[src/pkg/pacq_pkg.sv]
// pacq_pkg: constants and carrier types for the pipelined converter output side
// assumes a single 25 MHz system clock; the sampling clock arrives as a sampled input
package pacq_pkg;
    localparam int PACQ_WIDTH = 12;
    localparam int PACQ_LATENCY = 7;
    localparam int PACQ_SYNC_STAGES = 2;
    localparam int PACQ_BUF_DEPTH = 2;
    localparam logic [11:0] PACQ_OB_NEG_FS = 12'h000;
    localparam logic [11:0] PACQ_OB_POS_FS = 12'hfff;
    localparam logic [11:0] PACQ_MID = 12'h800;
    localparam logic [11:0] PACQ_WORD_RST = 12'h000;
    localparam logic [2:0] PACQ_FILL_RST = 3'h0;
    // four select levels, coded as a 2-bit level from the analog comparator
    typedef enum logic [1:0] {
        PACQ_SEL_GND = 2'h0,
        PACQ_SEL_THIRD = 2'h1,
        PACQ_SEL_TWO_THIRDS = 2'h2,
        PACQ_SEL_SUPPLY = 2'h3
    } pacq_sel_t;
    typedef struct packed {
        logic twos_comp;
        logic stabilizer_on;
    } pacq_mode_t;
    typedef struct packed {
        logic [11:0] word;
    } pacq_word_t;
endpackage

[src/hw/pacq_buf2.sv]
// pacq_buf2: two-entry valid/ready buffer for output words
// assumes producer and consumer on the same clock; read data come from a register
`timescale 1ns/1ns
module pacq_buf2
    import pacq_pkg::*;
(
    input wire logic sys_clk,
    input wire logic nrst,
    input wire logic flush,
    input wire logic in_valid,
    output logic in_ready,
    input wire pacq_word_t in_data,
    output logic out_valid,
    input wire logic out_ready,
    output pacq_word_t out_data
);
    pacq_word_t mem_q [PACQ_BUF_DEPTH];
    pacq_word_t mem_d [PACQ_BUF_DEPTH];
    logic [1:0] cnt_q, cnt_d;
    logic push, pop;

    // a full buffer still takes a word when the head leaves in the same cycle, so a one-tick stall loses nothing
    assign in_ready = (cnt_q != 2'h2) || out_ready;
    assign out_valid = (cnt_q != 2'h0);
    assign out_data = mem_q[0];
    assign push = in_valid && in_ready;
    assign pop = out_valid && out_ready;

    // shift-register queue: entry 0 is always the head
    always_comb begin
        mem_d = mem_q;
        cnt_d = cnt_q;
        if (pop) begin
            mem_d[0] = mem_q[1];
        end
        if (push) begin
            mem_d[(pop ? cnt_q - 2'h1 : cnt_q) == 2'h0 ? 0 : 1] = in_data;
        end
        cnt_d = cnt_q + {1'b0, push} - {1'b0, pop};
        if (flush) begin
            cnt_d = 2'h0;
        end
    end

    always_ff @(posedge sys_clk) begin
        if (!nrst) begin
            cnt_q <= 2'h0;
            mem_q[0] <= '0;
            mem_q[1] <= '0;
        end else begin
            cnt_q <= cnt_d;
            mem_q <= mem_d;
        end
    end
endmodule

[src/hw/pacq_out_if.sv]
// pacq_out_if: digital output side of a 12-bit pipelined converter
// assumes the sampling clock and all pins come from outside; all but capture_ready are synchronised here;
// the sampling clock must be well below half of sys_clk so each edge is seen
`timescale 1ns/1ns
module pacq_out_if
    import pacq_pkg::*;
(
    input wire logic sys_clk,
    input wire logic nrst,
    input wire logic sample_clk_pin,
    input wire logic [12:0] analog_level_pin,
    input wire logic [1:0] format_and_stabilizer_select,
    input wire logic sleep_request_pin,
    input wire logic capture_ready,
    output logic [11:0] sample_word_bus,
    output logic sample_strobe_out,
    output logic duty_cycle_stabilizer,
    output logic low_power_q,
    output logic words_valid
);
    // two-flop synchronisers for every outside input except capture_ready
    logic clk_s1_q, clk_s2_q, clk_prev_q;
    logic pd_s1_q, pd_s2_q;
    logic [1:0] sel_s1_q, sel_s2_q;
    logic [12:0] lvl_s1_q, lvl_s2_q;
    always_ff @(posedge sys_clk) begin
        if (!nrst) begin
            clk_s1_q <= 1'b0;
            clk_s2_q <= 1'b0;
            clk_prev_q <= 1'b0;
            pd_s1_q <= 1'b1;
            pd_s2_q <= 1'b1;
            sel_s1_q <= 2'h0;
            sel_s2_q <= 2'h0;
            lvl_s1_q <= '0;
            lvl_s2_q <= '0;
        end else begin
            clk_s1_q <= sample_clk_pin;
            clk_s2_q <= clk_s1_q;
            clk_prev_q <= clk_s2_q;
            pd_s1_q <= sleep_request_pin;
            pd_s2_q <= pd_s1_q;
            sel_s1_q <= format_and_stabilizer_select;
            sel_s2_q <= sel_s1_q;
            lvl_s1_q <= analog_level_pin;
            lvl_s2_q <= lvl_s1_q;
        end
    end

    logic samp_tick;
    assign samp_tick = clk_s2_q && !clk_prev_q;

    function automatic pacq_mode_t decode_sel(input logic [1:0] lvl);
        pacq_mode_t m;
        m.twos_comp = (lvl == PACQ_SEL_SUPPLY) || (lvl == PACQ_SEL_TWO_THIRDS);
        m.stabilizer_on = (lvl == PACQ_SEL_THIRD) || (lvl == PACQ_SEL_TWO_THIRDS);
        return m;
    endfunction

    // clip 13-bit input to the 12-bit offset binary range
    // input is offset binary with one spare bit: msb set, bit 11 clear (above fff) saturates high; msb and bit 11 set (below 0) saturates low
    function automatic logic [11:0] clip_code(input logic [12:0] raw);
        logic [11:0] c;
        c = raw[11:0];
        if (raw[12]) begin
            c = raw[11] ? PACQ_OB_NEG_FS : PACQ_OB_POS_FS;
        end
        return c;
    endfunction

    pacq_mode_t mode;
    // one select input drives both choices
    assign mode = decode_sel(sel_s2_q);

    // pipeline of offset-binary codes plus a fill count
    // the output buffer is the last of the seven stages, so the shift chain holds one fewer
    logic [11:0] pipe_q [PACQ_LATENCY - 1];
    logic [11:0] pipe_d [PACQ_LATENCY - 1];
    logic [2:0] fill_q, fill_d;
    logic pd_prev_q, sel_changed;
    logic [1:0] sel_prev_q;
    assign sel_changed = (sel_prev_q != sel_s2_q);

    always_comb begin
        pipe_d = pipe_q;
        fill_d = fill_q;
        if (pd_s2_q || sel_changed) begin
            // pipeline contents are lost in power-down
            fill_d = PACQ_FILL_RST;
        end else if (samp_tick) begin
            // shift one stage per sampling edge
            pipe_d[0] = clip_code(lvl_s2_q);
            for (int i = 1; i < PACQ_LATENCY - 1; i++) begin
                pipe_d[i] = pipe_q[i - 1];
            end
            if (fill_q != 3'(PACQ_LATENCY - 1)) begin
                fill_d = fill_q + 3'h1;
            end
        end
    end

    always_ff @(posedge sys_clk) begin
        if (!nrst) begin
            for (int i = 0; i < PACQ_LATENCY - 1; i++) begin
                pipe_q[i] <= PACQ_WORD_RST;
            end
            fill_q <= PACQ_FILL_RST;
            pd_prev_q <= 1'b1;
            sel_prev_q <= 2'h0;
        end else begin
            pipe_q <= pipe_d;
            fill_q <= fill_d;
            pd_prev_q <= pd_s2_q;
            sel_prev_q <= sel_s2_q;
        end
    end

    // format conversion, two's complement flips the msb
    pacq_word_t fmt_word;
    // msb flip maps 000/800/fff to 800/000/7ff
    assign fmt_word.word = pipe_q[PACQ_LATENCY - 2] ^ (mode.twos_comp ? PACQ_MID : 12'h000);

    // buffer absorbs a capture stall without dropping a word
    logic buf_in_valid, buf_in_ready, buf_out_valid, buf_take;
    pacq_word_t buf_out;
    // exactly one word per sampling edge once filled
    assign buf_in_valid = samp_tick && !pd_s2_q && (fill_q == 3'(PACQ_LATENCY - 1));
    // the head leaves only when it is put on the bus, never between sampling edges
    assign buf_take = samp_tick && !pd_s2_q && capture_ready;
    // stale words of the old format must not outlive a select change
    pacq_buf2 u_buf (
        .sys_clk(sys_clk),
        .nrst(nrst),
        .flush(pd_s2_q || sel_changed),
        .in_valid(buf_in_valid),
        .in_ready(buf_in_ready),
        .in_data(fmt_word),
        .out_valid(buf_out_valid),
        .out_ready(buf_take),
        .out_data(buf_out)
    );

    // output stage: strobe low then high around each presented word
    logic [11:0] bus_d;
    logic strobe_d, dcs_d, lp_d, valid_d;
    always_comb begin
        bus_d = sample_word_bus;
        strobe_d = clk_s2_q;
        dcs_d = mode.stabilizer_on;
        lp_d = pd_s2_q;
        valid_d = words_valid;
        if (pd_s2_q) begin
            bus_d = PACQ_WORD_RST;
            valid_d = 1'b0;
        end else if (samp_tick) begin
            // a stalled or empty tick still strobes, so valid drops to mark the bus stale
            valid_d = 1'b0;
            if (buf_take && buf_out_valid) begin
                // twelve-bit word changes on the strobe's rising edge
                bus_d = buf_out.word;
                valid_d = 1'b1;
            end
        end
    end

    always_ff @(posedge sys_clk) begin
        if (!nrst) begin
            sample_word_bus <= PACQ_WORD_RST;
            sample_strobe_out <= 1'b0;
            duty_cycle_stabilizer <= 1'b0;
            low_power_q <= 1'b1;
            words_valid <= 1'b0;
        end else begin
            sample_word_bus <= bus_d;
            sample_strobe_out <= strobe_d;
            duty_cycle_stabilizer <= dcs_d;
            low_power_q <= lp_d;
            words_valid <= valid_d;
        end
    end

    // assertions
    property p_lowpower;
        @(posedge sys_clk) disable iff (!nrst) pd_s2_q |=> low_power_q;
    endproperty
    a_lowpower: assert property (p_lowpower) else $error("power-down not reflected");

    property p_pd_flush;
        @(posedge sys_clk) disable iff (!nrst) pd_s2_q |=> (fill_q == 3'h0) && !words_valid;
    endproperty
    a_pd_flush: assert property (p_pd_flush) else $error("pipeline kept in power-down");

    property p_fmt;
        @(posedge sys_clk) disable iff (!nrst)
            fmt_word.word[10:0] == pipe_q[PACQ_LATENCY - 2][10:0];
    endproperty
    a_fmt: assert property (p_fmt) else $error("format touched low bits");

    property p_tc_msb;
        @(posedge sys_clk) disable iff (!nrst)
            mode.twos_comp |-> fmt_word.word[11] != pipe_q[PACQ_LATENCY - 2][11];
    endproperty
    a_tc_msb: assert property (p_tc_msb) else $error("msb not inverted");

    property p_sel;
        @(posedge sys_clk) disable iff (!nrst)
            (sel_s2_q == PACQ_SEL_TWO_THIRDS) |-> mode.twos_comp && mode.stabilizer_on;
    endproperty
    a_sel: assert property (p_sel) else $error("select decode wrong");

    property p_dcs;
        @(posedge sys_clk) disable iff (!nrst) ##1 duty_cycle_stabilizer == $past(mode.stabilizer_on);
    endproperty
    a_dcs: assert property (p_dcs) else $error("stabilizer output stale");

    property p_strobe;
        @(posedge sys_clk) disable iff (!nrst) samp_tick |=> sample_strobe_out;
    endproperty
    a_strobe: assert property (p_strobe) else $error("strobe missed edge");

    property p_clip;
        @(posedge sys_clk) disable iff (!nrst)
            (samp_tick && !pd_s2_q && !sel_changed && lvl_s2_q[12] && !lvl_s2_q[11])
            |=> pipe_q[0] == PACQ_OB_POS_FS;
    endproperty
    a_clip: assert property (p_clip) else $error("overrange wrapped");

    property p_one_word;
        @(posedge sys_clk) disable iff (!nrst) !samp_tick |=> $stable(sample_word_bus) || pd_prev_q;
    endproperty
    a_one_word: assert property (p_one_word) else $error("bus changed off edge");

    property p_fill;
        @(posedge sys_clk) disable iff (!nrst) buf_in_valid |-> fill_q == 3'(PACQ_LATENCY - 1);
    endproperty
    a_fill: assert property (p_fill) else $error("word before latency");

    property p_stale;
        @(posedge sys_clk) disable iff (!nrst) (samp_tick && !(buf_take && buf_out_valid)) |=> !words_valid;
    endproperty
    a_stale: assert property (p_stale) else $error("stale word marked valid");

    c_word: cover property (@(posedge sys_clk) disable iff (!nrst) samp_tick && buf_out_valid);
    c_pd: cover property (@(posedge sys_clk) disable iff (!nrst) $fell(pd_s2_q));
    c_stall: cover property (@(posedge sys_clk) disable iff (!nrst) !buf_in_ready);
endmodule

[config.mk]
export PLATFORM = sky130hd
export DESIGN_NAME = pacq_out_if
export DESIGN_NICKNAME = d
export VERILOG_FILES = /design/src/pkg/pacq_pkg.sv /design/src/hw/pacq_buf2.sv /design/src/hw/pacq_out_if.sv
export SDC_FILE = /design/constraint.sdc
export NUM_CORES = 1
export LEC_CHECK = 0
export BUFFER_PORTS_ARGS = -buffer_cell sky130_fd_sc_hd__buf_4
export CORE_MARGIN = 1.5
export CORE_UTILIZATION = 59
export DETAILED_ROUTE_END_ITERATION = 12
export PLACE_DENSITY = 0.86
export RECOVER_POWER = 100
export SLEW_MARGIN = 20
export SYNTH_ARGS = -nofsm -noshare
export SYNTH_HDL_FRONTEND = slang
export SYNTH_SLANG_ARGS = --single-unit
[constraint.sdc]
create_clock -name sys_clk -period 3 [get_ports sys_clk]
set_input_delay 0.6 -clock sys_clk [delete_from_list [all_inputs] [get_ports sys_clk]]
set_output_delay 0.6 -clock sys_clk [all_outputs]
set_load 0.05 [all_outputs]
After elaboration in Yosys (flattened, before gate mapping)
Index checks and enable logic that the tools add are counted.
Word-level totals
  bits of input ports: 20
  register bits after elaboration: 153
Cells by class
  $add $sub $neg: 4
  reduce and logical (&&, ||, !) cells: 20
  equal/unequal tests: 7
  order comparisons: 2
  bitwise logic cells: 4
  muxes and demuxes: 11
Operators by type and width (number)
  12-bit 2-to-1 mux: 5
  32-bit by 2-bit >= comparator with 1-bit output, second input constant: 1
  32-bit by 1-bit < comparator with 1-bit output, second input constant: 1
  32-bit NOT: 1
  24-bit bitwise mux: 1
  24-bit 2-to-1 mux: 1
  12-bit demux with 1-bit select: 1
  12-bit XOR: 1
  1-bit logical AND: 7
  2-bit AND reduction: 3
  2-bit equality test, second input constant: 2
  1-bit logical OR: 4
  2-bit OR reduction: 2
  3-bit by 1-bit adder with 3-bit output, second input constant: 1
  3-bit equality test, second input constant: 1
  3-bit inequality test, second input constant: 1
  2-bit by 1-bit adder with 2-bit output: 1
  2-bit by 1-bit equality test with 1-bit output, second input constant: 1
  1-bit logical NOT: 2
  2-bit logical NOT: 1
  1-bit 2-to-1 mux: 2
  2-bit 2-to-1 mux: 1
  2-bit inequality test: 1
  2-bit inequality test, second input constant: 1
  other kinds (4): 5

Longest topological paths before layout
Gate-level depths: netlist (run 1).
  depth in word-level cells: 15
  mapped depth: 11
  mapped depth without buffers: 9

Modules after synthesis
From an unflattened synthesis (run 1), not the netlist that was laid out.
Second synthesis, totals
  cell total of the unflattened synthesis: 561
  area, all modules: 5765.5 um2
Modules (own cells, without submodules)
  pacq_out_if: sequential area each 2542.4 um2, area an instance 4428.0 um2, cells an instance 420, times used 1
  pacq_buf2: sequential area each 520.5 um2, area an instance 1337.5 um2, cells an instance 141, times used 1

Worst setup path before layout (run 1)
No wires, ideal clock.
  path kind: register to register
  start point: register u_buf.cnt_q[0]
  end point: register u_buf.cnt_q[1]
  setup slack: 724 ps
  stages on the path, launching flop included: 12
  buffers on the path: 2
  data arrival time: 2206 ps
  setup time: 70 ps
  path through: dfxtp_1 -> inv_1 -> ha_1 -> nor2b_1 -> and2_1 -> clkbuf_1 -> buf_2 -> xnor2_1 -> ha_1 -> xor2_1 -> or3_1 -> a21oi_1
On the way
  cells in the longest elaborated chain, start to end: 5
RTL lines
  start: declaration: RTL line pacq_buf2.sv:19  | logic [1:0] cnt_q, cnt_d;
  start signal: assignment: RTL line pacq_buf2.sv:51  | cnt_q <= cnt_d;
  2-bit inequality test: RTL line pacq_buf2.sv:23  | assign in_ready = (cnt_q != 2'h2) || out_ready;
  1-bit logical OR: RTL line pacq_buf2.sv:23
  1-bit logical AND: RTL line pacq_buf2.sv:26  | assign push = in_valid && in_ready;
  2-bit by 1-bit adder with 2-bit output: RTL line pacq_buf2.sv:39  | cnt_d = cnt_q + {1'b0, push} - {1'b0, pop};
  2-bit by 1-bit subtractor with 2-bit output *: RTL line pacq_buf2.sv:39
Mark *: on every way between the ends. The rest lies on a longest branch, timed or not.
A chain may end at the register's enable or synchronous reset.

==> results.tsv, run 1 <==
stage	metric	value	unit
cts	cts-stage hold buffer count	0	
cts	cts repair resizes	0	
drt	antenna viol nets, final	0	
die	Die Footprint	10200	sq um
timing	clock skew	0.0103	ns
global_routing	initial antenna violation count	0	
timing	setup_tns	0	ns
pwr	P per Cell Area	649	nW/um^2
status	violated checks	max-capacitance violations, max-slew violations	
synthesis	Syn Nets	653	
worst_setup_path	reg2reg end	pipe_q[25]	
synthesis	Syn Area/Cell	9.04	sq um
cts	Clock transition at path regs	0.06	ns
synthesis	Synth warnings	0	
cts	CTS Root Buffer Type	clkbuf_8	
synthesis	Post-Syn Instances	626	
die	Die W	101	microns
timing	fin crit period	2.31	ns
cts	Max clock buf depth	2	
timing	setup ws final	0.687	ns
worst_setup_path	Critical Path AT	2.76	ns
placement	DP Wirelength	5.98	mm
worst_setup_path	Setup CP Type	in -> reg	
synthesis	Seq/Total Area, Yosys	0.541	
cts	post-CTS setup buffers	0	
worst_setup_path	Startpoint Class	input port	
finish	# fillers	721	
global_routing	vias in the first global route	4004	
timing	Slew HR	-0.00397	
cts	CTS tree	built	
die	Die H	101	microns
worst_setup_path	required time of the critical path	3.45	ns
die	core area	9280	sq um
synthesis	number of synthesized register bits	153	
finish	Inserted Diodes	0	
die	initial core utilization	0.609	
placement	GPL Wtd Cong	0.790	
timing	worst-margin pin slew	1.51	ns
drt	routed len/inst	12.5	microns
finish	Area Overhead vs Synth	13.0	%
drt	drt total wl	9.80	mm
worst_setup_path	CP Capture Type	flop	
timing	Slew Viols, Final	46	
timing	Hold Slack	0.270	ns
die	# rows	35	
flow_run	Max Cap Viol	1	
placement	I/O Buffers	35	
drt	Vias/cell	5.31	
cts	total CTS buffers	17	
hold_path	hold depth	2	
drt	Pre-Repair DR Iteration Count	5	
die	IO Pins	36	
status	status	finished with violations	
worst_setup_path	R2R setup slack	0.70	ns
timing	unrepaired setup endpoints after global routing	no	
global_routing	GRT overflow	0	
pwr	Peak supply drop	0.512	mV
pwr	LEAKAGE	2.33	nW
hold_path	Hold Path Origin	sleep_request_pin	
timing	highest clock rate	0.432	GHz
timing	Tcrit/Tclk final	0.771	
global_routing	largest net degree at the start of global routing	84	
hold_path	Hold EP	pd_s1_q	
finish	Final #Nets	670	
synthesis	count of cell types in the netlist	31	
synthesis	Post-Syn Area	5660	sq um
finish	Final Core Density	0.688	
timing	Hold Vio Cnt, Final	0	
placement	pre-CTS setup slack	0.804	ns
global_routing	first-pass GRT wire length	17.3	mm
drt	vias post-DR	4165	
worst_setup_path	r2r worst-path depth	5	
worst_setup_path	FF-to-FF Start	clk_s2_q	
global_routing	Tot GR Track Use	0.212	
cts	CTS Sinks	153	
finish	layout cells sized above 1	0.0899	
timing	Setup-failing EPs final	0	
cts	H-tree levels	4	
drt	Initial DRC Count	243	
worst_setup_path	Max FO, Critical Path	46	
cts	latest clock arrival within the worst-skew pair	0.52	ns
hold_path	Min-Delay Path Class	in -> reg	
drt	DRC Markers	0	
worst max-delay path, cell delays in order:
cell and delay (ns):
clkbuf_1 1.06, clkbuf_2 0.72, o31ai_1 0.18, a31oi_1 0.17
through the flow:
| step | cell area (sq um) | power [mW] | cells |
|---|---|---|---|
| floorplan | 5660 | 2.19 | 626 |
| global placement | 5920 | 2.22 | 753 |
| detailed placement | 5920 | 2.22 | 753 |
| CTS | 6470 | 4.18 | 785 |
| global route | 6390 | 4.29 | 785 |
| finish | 6390 | 4.15 | 785 |
cells in the final DEF, fill, tap and decap left out, types with 5 or more instances in the layout:
cell,n
buf_4,22
dfxtp_1,153
a21boi_0,71
nor2b_1,5
clkbuf_16,16
nand3_1,12
inv_6,6
a31oi_1,12
ha_1,7
clkbuf_1,18
a21oi_1,27
nand2_1,183
and2_1,23
o31ai_1,13
o21ai_0,14
and2_0,13
o211a_1,11
inv_1,8
cell families after synthesis:
family,count (synthesis),share of synthesized area
AND/OR/NAND/NOR,253,0.197
flip-flops,153,0.541
buffers and inverters,54,0.0495
AO/OA/AOI/OAI,153,0.188
adder cells (fa/ha/maj),7,0.0155
XOR/XNOR,6,0.00929
Yosys cell counts:
master / count / area, sq um
nand2_1: 183 / 687
dfxtp_1: 153 / 3060
a21boi_1: 61 / 458
and2_1: 36 / 225
a21oi_1: 27 / 135
clkbuf_1: 26 / 97.6
o21ai_0: 14 / 70.1
o31ai_1: 13 / 97.6
a21boi_0: 12 / 90.1
a31oi_1: 12 / 75.1
nand3_1: 12 / 60.1
o211a_1: 11 / 110
buf_2: 8 / 40.0
inv_1: 8 / 30.0
ha_1: 7 / 87.6
buf_4: 6 / 45.0
buf_6: 6 / 67.6
nor2b_1: 5 / 31.3
nand2b_1: 4 / 25.0
nor2_1: 4 / 15.0
or3_1: 3 / 18.8
xnor2_1: 3 / 26.3
xor2_1: 3 / 26.3
nor3_1: 2 / 10.0
a211oi_1: 1 / 7.51
and4b_1: 1 / 10.0
nand4b_1: 1 / 8.76
nor3b_2: 1 / 12.5
o2111ai_1: 1 / 8.76
o31a_1: 1 / 8.76
or3b_1: 1 / 8.76
report_power, final:
group	internal, mW	switching (mW)
registers	2.06	0.00897
clock network	1.08	0.899
logic	0.0515	0.0534
total	3.19	0.961
layout make-up:
cell class                      instances  area [sq um]  area share
Clock inverter                         14           128      0.0200
Clock buffer                           18           428      0.0670
Multi-Input combinational cell        419          2310       0.362
Sequential cell                       153          3060       0.479
Inverter                                8          30.0     0.00470
Timing Repair Buffer                   44           268      0.0419
Tap cell                              129           161      0.0253
how the worst max path moves through the flow:
stage	slack, ns	startpoint	depth (start not counted)	end
after global routing	0.35	nrst	4	u_buf.out_data[2]
after CTS	0.77	u_buf.cnt_q[0]	9	u_buf.cnt_q[1]
after global placement	0.91	capture_ready	7	u_buf.cnt_q[1]
after detailed placement	0.80	capture_ready	7	u_buf.cnt_q[1]
after floorplan	0.72	u_buf.cnt_q[0]	11	u_buf.cnt_q[1]
final	0.69	nrst	4	u_buf.out_data[3]
sequential cells by signal, summed over array words and instances (netlist names), 3 cells and up, named ones only:
register,cells
fill_q,3
lvl_s1_q,13
lvl_s2_q,13
pipe_q,72
sample_word_bus,12
u_buf.out_data,12
routing by layer:
| metal | vias to the layer above | share of wire | GRT usage |
|---|---|---|---|
| li1 | 2117 | - | - |
| met1 | 1957 | 0.42 | 0.234 |
| met2 | 77 | 0.52 | 0.381 |
| met3 | 14 | 0.039 | 0.0645 |
| met4 | 0 | 0.017 | 0.0823 |
| met5 | - | 0 | 0 |
(Power assumes the default switching activity.)
==> inputs of run 2 (changes only) <==
--- a/config.mk
+++ b/config.mk
@@ -7,9 +7,9 @@
 export LEC_CHECK = 0
 export BUFFER_PORTS_ARGS = -buffer_cell sky130_fd_sc_hd__buf_4
 export CORE_MARGIN = 1.5
-export CORE_UTILIZATION = 59
+export CORE_UTILIZATION = 54
 export DETAILED_ROUTE_END_ITERATION = 12
-export PLACE_DENSITY = 0.86
+export PLACE_DENSITY = 0.83
 export RECOVER_POWER = 100
 export SLEW_MARGIN = 20
 export SYNTH_ARGS = -nofsm -noshare
==> constraint.sdc (replaced) <==
create_clock -name sys_clk -period 1.9 [get_ports sys_clk]
set_input_delay 0.38 -clock sys_clk [delete_from_list [all_inputs] [get_ports sys_clk]]
set_output_delay 0.38 -clock sys_clk [all_outputs]
set_load 0.05 [all_outputs]
==> run 2 against run 1 <==
Net effect: the run now ends clean; cell area increased by 2.0%; global-route usage decreased by 2.8 points; worst hold slack got worse by 0.23 ns; sequential share of layout area decreased by 0.81 points; flip-flop and latch count unchanged; core utilization decreased by 5.1 points; first-iteration DRC count increased by 27%; clock power increased by 59%; largest power group unchanged.
==> results.tsv, run 2 (same netlist as run 1, synthesis figures left out) <==
stage	metric	value	unit	change
status	status	finished, final reports clean		was finished with violations
hold_path	Hold EP	pd_s1_q		unchanged
pwr	Clock power frac	0.479		was 0.477
finish	Regs by FF count	pipe_q: 72 flops, lvl_s1_q: 13 flops, lvl_s2_q: 13 flops		unchanged
finish	Register Area	3070	sq um	was 3060 sq um
worst_setup_path	Critical Path Slowest Stage Cell	dfxtp_4		was clkbuf_1
worst_setup_path	FF-to-FF Start	u_buf.cnt_q[0]		was clk_s2_q
cts	Max clock buf depth	2		unchanged
pwr	Sequential Power Share	0.495		was 0.498
worst_setup_path	r2r worst-path depth	9		was 5
placement	I/O Buffers	35		unchanged
drt	DRC Markers	0		unchanged
flow_run	Max Cap Viol	0		was 1
hold_path	Hold Path Origin	sleep_request_pin		unchanged
pwr	P_int	5.14	mW	was 3.19 mW
global_routing	GRT overflow	0		unchanged
die	core area	10200	sq um	was 9280 sq um
finish	number of flip-flops in the largest register	72		unchanged
global_routing	Tot GR Track Use	0.184		was 0.212
timing	unrepaired setup endpoints after global routing	yes		was no
drt	drt total wl	9.84	mm	was 9.80 mm
placement	pre-CTS setup slack	0.0582	ns	was 0.804 ns
timing	worst-margin pin slew	1.08	ns	was 1.51 ns
global_routing	vias in the first global route	3920		was 4004
timing	setup ws final	0.0899	ns	was 0.687 ns
timing	fin crit period	1.81	ns	
cts	total CTS buffers	17		unchanged
pwr	total net switching power	1.45	mW	was 961 uW
drt	routed len/inst	12.4	microns	was 12.5 microns
pwr	LEAKAGE	2.40	nW	was 2.33 nW
hold_path	Min-Delay Path Class	in -> reg		unchanged
drt	Initial DRC Count	309		was 243
placement	GPL Wtd Cong	0.778		was 0.790
finish	Inserted Diodes	0		unchanged
worst_setup_path	Largest delay share family, worst path	simple AND/OR/NAND/NOR gates		was buffers and inverters
placement	DP Wirelength	5.62	mm	was 5.98 mm
global_routing	largest net degree at the start of global routing	134		was 84
worst_setup_path	worst path cell trace	inv_2 -> ha_4 -> nor2b_4 -> and2_4 -> xnor2_1 -> ha_2 -> xor2_1 -> or3_1 -> a21oi_1		was clkbuf_1 -> clkbuf_2 -> o31ai_1 -> a31oi_1
finish	Multi-input gate area	2360	sq um	was 2310 sq um
cts	cts-stage hold buffer count	0		unchanged
finish	most frequent cells in the layout	183 x nand2_1, 150 x dfxtp_1, 61 x a21boi_1		was 183 x nand2_1, 153 x dfxtp_1, 71 x a21boi_0
pwr	P per Cell Area	1010	nW/um^2	was 649 nW/um^2
timing	Hold Vio Cnt, Final	0		unchanged
pwr	Sw Share	0.220		was 0.232
timing	Hold Slack	0.0434	ns	was 0.270 ns
finish	most common cell after layout, fill and taps aside	nand2_1		unchanged
timing	Tcrit/Tclk final	0.953		
worst_setup_path	slowest stage delay, CP	0.38	ns	was 1.06 ns
timing	Setup-failing EPs final	0		unchanged
finish	Final #Nets	673		was 670
finish	Area Overhead vs Synth	15.3	%	was 13.0%
worst_setup_path	Startpoint Class	flop		was input port
global_routing	first-pass GRT wire length	16.6	mm	was 17.3 mm
cts	post-CTS setup buffers	0		unchanged
worst_setup_path	WP buf/inv	1		was 2
die	initial core utilization	0.553		was 0.609
finish	layout cells sized above 1	0.114		was 0.0899
cts	CTS Root Buffer Type	clkbuf_8		unchanged
timing	Slew Viols, Final	0		was 46
pwr	combinational share of power	0.027		was 0.025
cts	CTS Sinks	153		unchanged
cts	Clock transition at path regs	0.06	ns	about the same
die	Die Footprint	11100	sq um	was 10200 sq um
worst_setup_path	Critical Path AT	2.26	ns	was 2.76 ns
die	IO Pins	36		unchanged
timing	clock skew	0.00590	ns	was 0.0103 ns
pwr	Peak supply drop	0.470	mV	was 0.512 mV
worst_setup_path	R2R setup slack	0.09	ns	was 0.70 ns
drt	antenna viol nets, final	0		unchanged
timing	highest clock rate	0.552	GHz	
drt	vias post-DR	4188		was 4165
worst_setup_path	CP Capture Type	flop		unchanged
cts	CTS tree	built		unchanged
worst_setup_path	required time of the critical path	2.35	ns	was 3.45 ns
timing	Slew HR	0.281		was -0.00397
worst_setup_path	Max FO, Critical Path	6		was 46
die	# rows	37		was 35
finish	Biggest register	pipe_q		unchanged
global_routing	initial antenna violation count	0		unchanged
hold_path	hold depth	2		unchanged
pwr	Final Total Pwr	6.59	mW	was 4.15 mW
die	Die W	105	microns	was 101 microns
worst_setup_path	Setup CP Type	reg -> reg		was in -> reg
cts	latest clock arrival within the worst-skew pair	0.52	ns	about the same
die	Die H	105	microns	was 101 microns
finish	# fillers	792		was 721
drt	Pre-Repair DR Iteration Count	5		unchanged
cts	H-tree levels	4		unchanged
drt	Vias/cell	5.27		was 5.31
worst_setup_path	reg2reg end	u_buf.cnt_q[1]		was pipe_q[25]
## run 2: changes by cell type in the layout (fill, tap and decap cells not counted), moves of 3 or more
cell	delta
dfxtp_1	-3
buf_4	+5
and2_1	+3
clkbuf_2	-3
and2_0	-4
a21boi_1	+59
a21boi_0	-59
## run 2: power groups by stage
| stage | clock, mW | combinational (mW) | sequential [mW] |
|---|---|---|---|
| finish | 3.15 | 0.176 | 3.26 |
| global route | 3.35 | 0.194 | 3.26 |
| CTS | 3.20 | 0.179 | 3.26 |
| detailed placement | 0 | 0.178 | 3.33 |
| global placement | 0 | 0.174 | 3.33 |
| floorplan | 0 | 0.116 | 3.34 |
## run 2: how the worst max path moves through the flow
stage	start	end	slack, ns	depth (start not counted)
6_report	u_buf.cnt_q[0]	u_buf.cnt_q[1]	0.09	9
5_1_grt	u_buf.cnt_q[0]	u_buf.cnt_q[1]	-0.005	9
4_1_cts	u_buf.cnt_q[0]	u_buf.cnt_q[1]	0.04	9
3_5_place_dp	u_buf.cnt_q[0]	u_buf.cnt_q[1]	0.06	9
3_3_place_gp	u_buf.cnt_q[0]	u_buf.cnt_q[1]	0.17	9
2_1_floorplan	u_buf.cnt_q[0]	u_buf.cnt_q[1]	-0.01	11
## run 2: final cells by class
cell class	count	share of cell area
Inverter	8	0.00461
Timing Repair Buffer	47	0.0501
Clock inverter	14	0.0211
Tap cell	136	0.0261
Sequential cell	153	0.471
Clock buffer	18	0.0656
Multi-Input combinational cell	419	0.361
## run 2: metrics by stage
stage | instance area (sq um) | instances | TNS [ns] | util
after floorplan | 5710 | 626 | -0.0116 | -
after global placement | 6000 | 762 | 0 | 0.586
after detailed placement | 6000 | 762 | 0 | 0.586
after CTS | 6560 | 794 | 0 | 0.641
after global routing | 6520 | 795 | -0.00490 | 0.637
final | 6520 | 795 | 0 | 0.637
## run 2: timing repair
item                                    in CTS  in global routing
endpoints found under the hold margin        0                  0
gates resized for setup                      0                  5
endpoints found under the setup margin       0                  3
## run 2: layer usage
| metal | global-route usage | part of all wire |
|---|---|---|
| met5 | 0 | 0 |
| met4 | 0.0656 | 0.011 |
| met3 | 0.0575 | 0.040 |
| met2 | 0.343 | 0.51 |
| met1 | 0.193 | 0.44 |
## run 2: worst register-to-register path: stages, from the launching register on
cell     delay [ns]
dfxtp_4        0.38
inv_2          0.07
ha_4           0.17
nor2b_4        0.14
and2_4         0.16
xnor2_1        0.07
ha_2           0.17
xor2_1         0.14
or3_1          0.32
a21oi_1        0.12
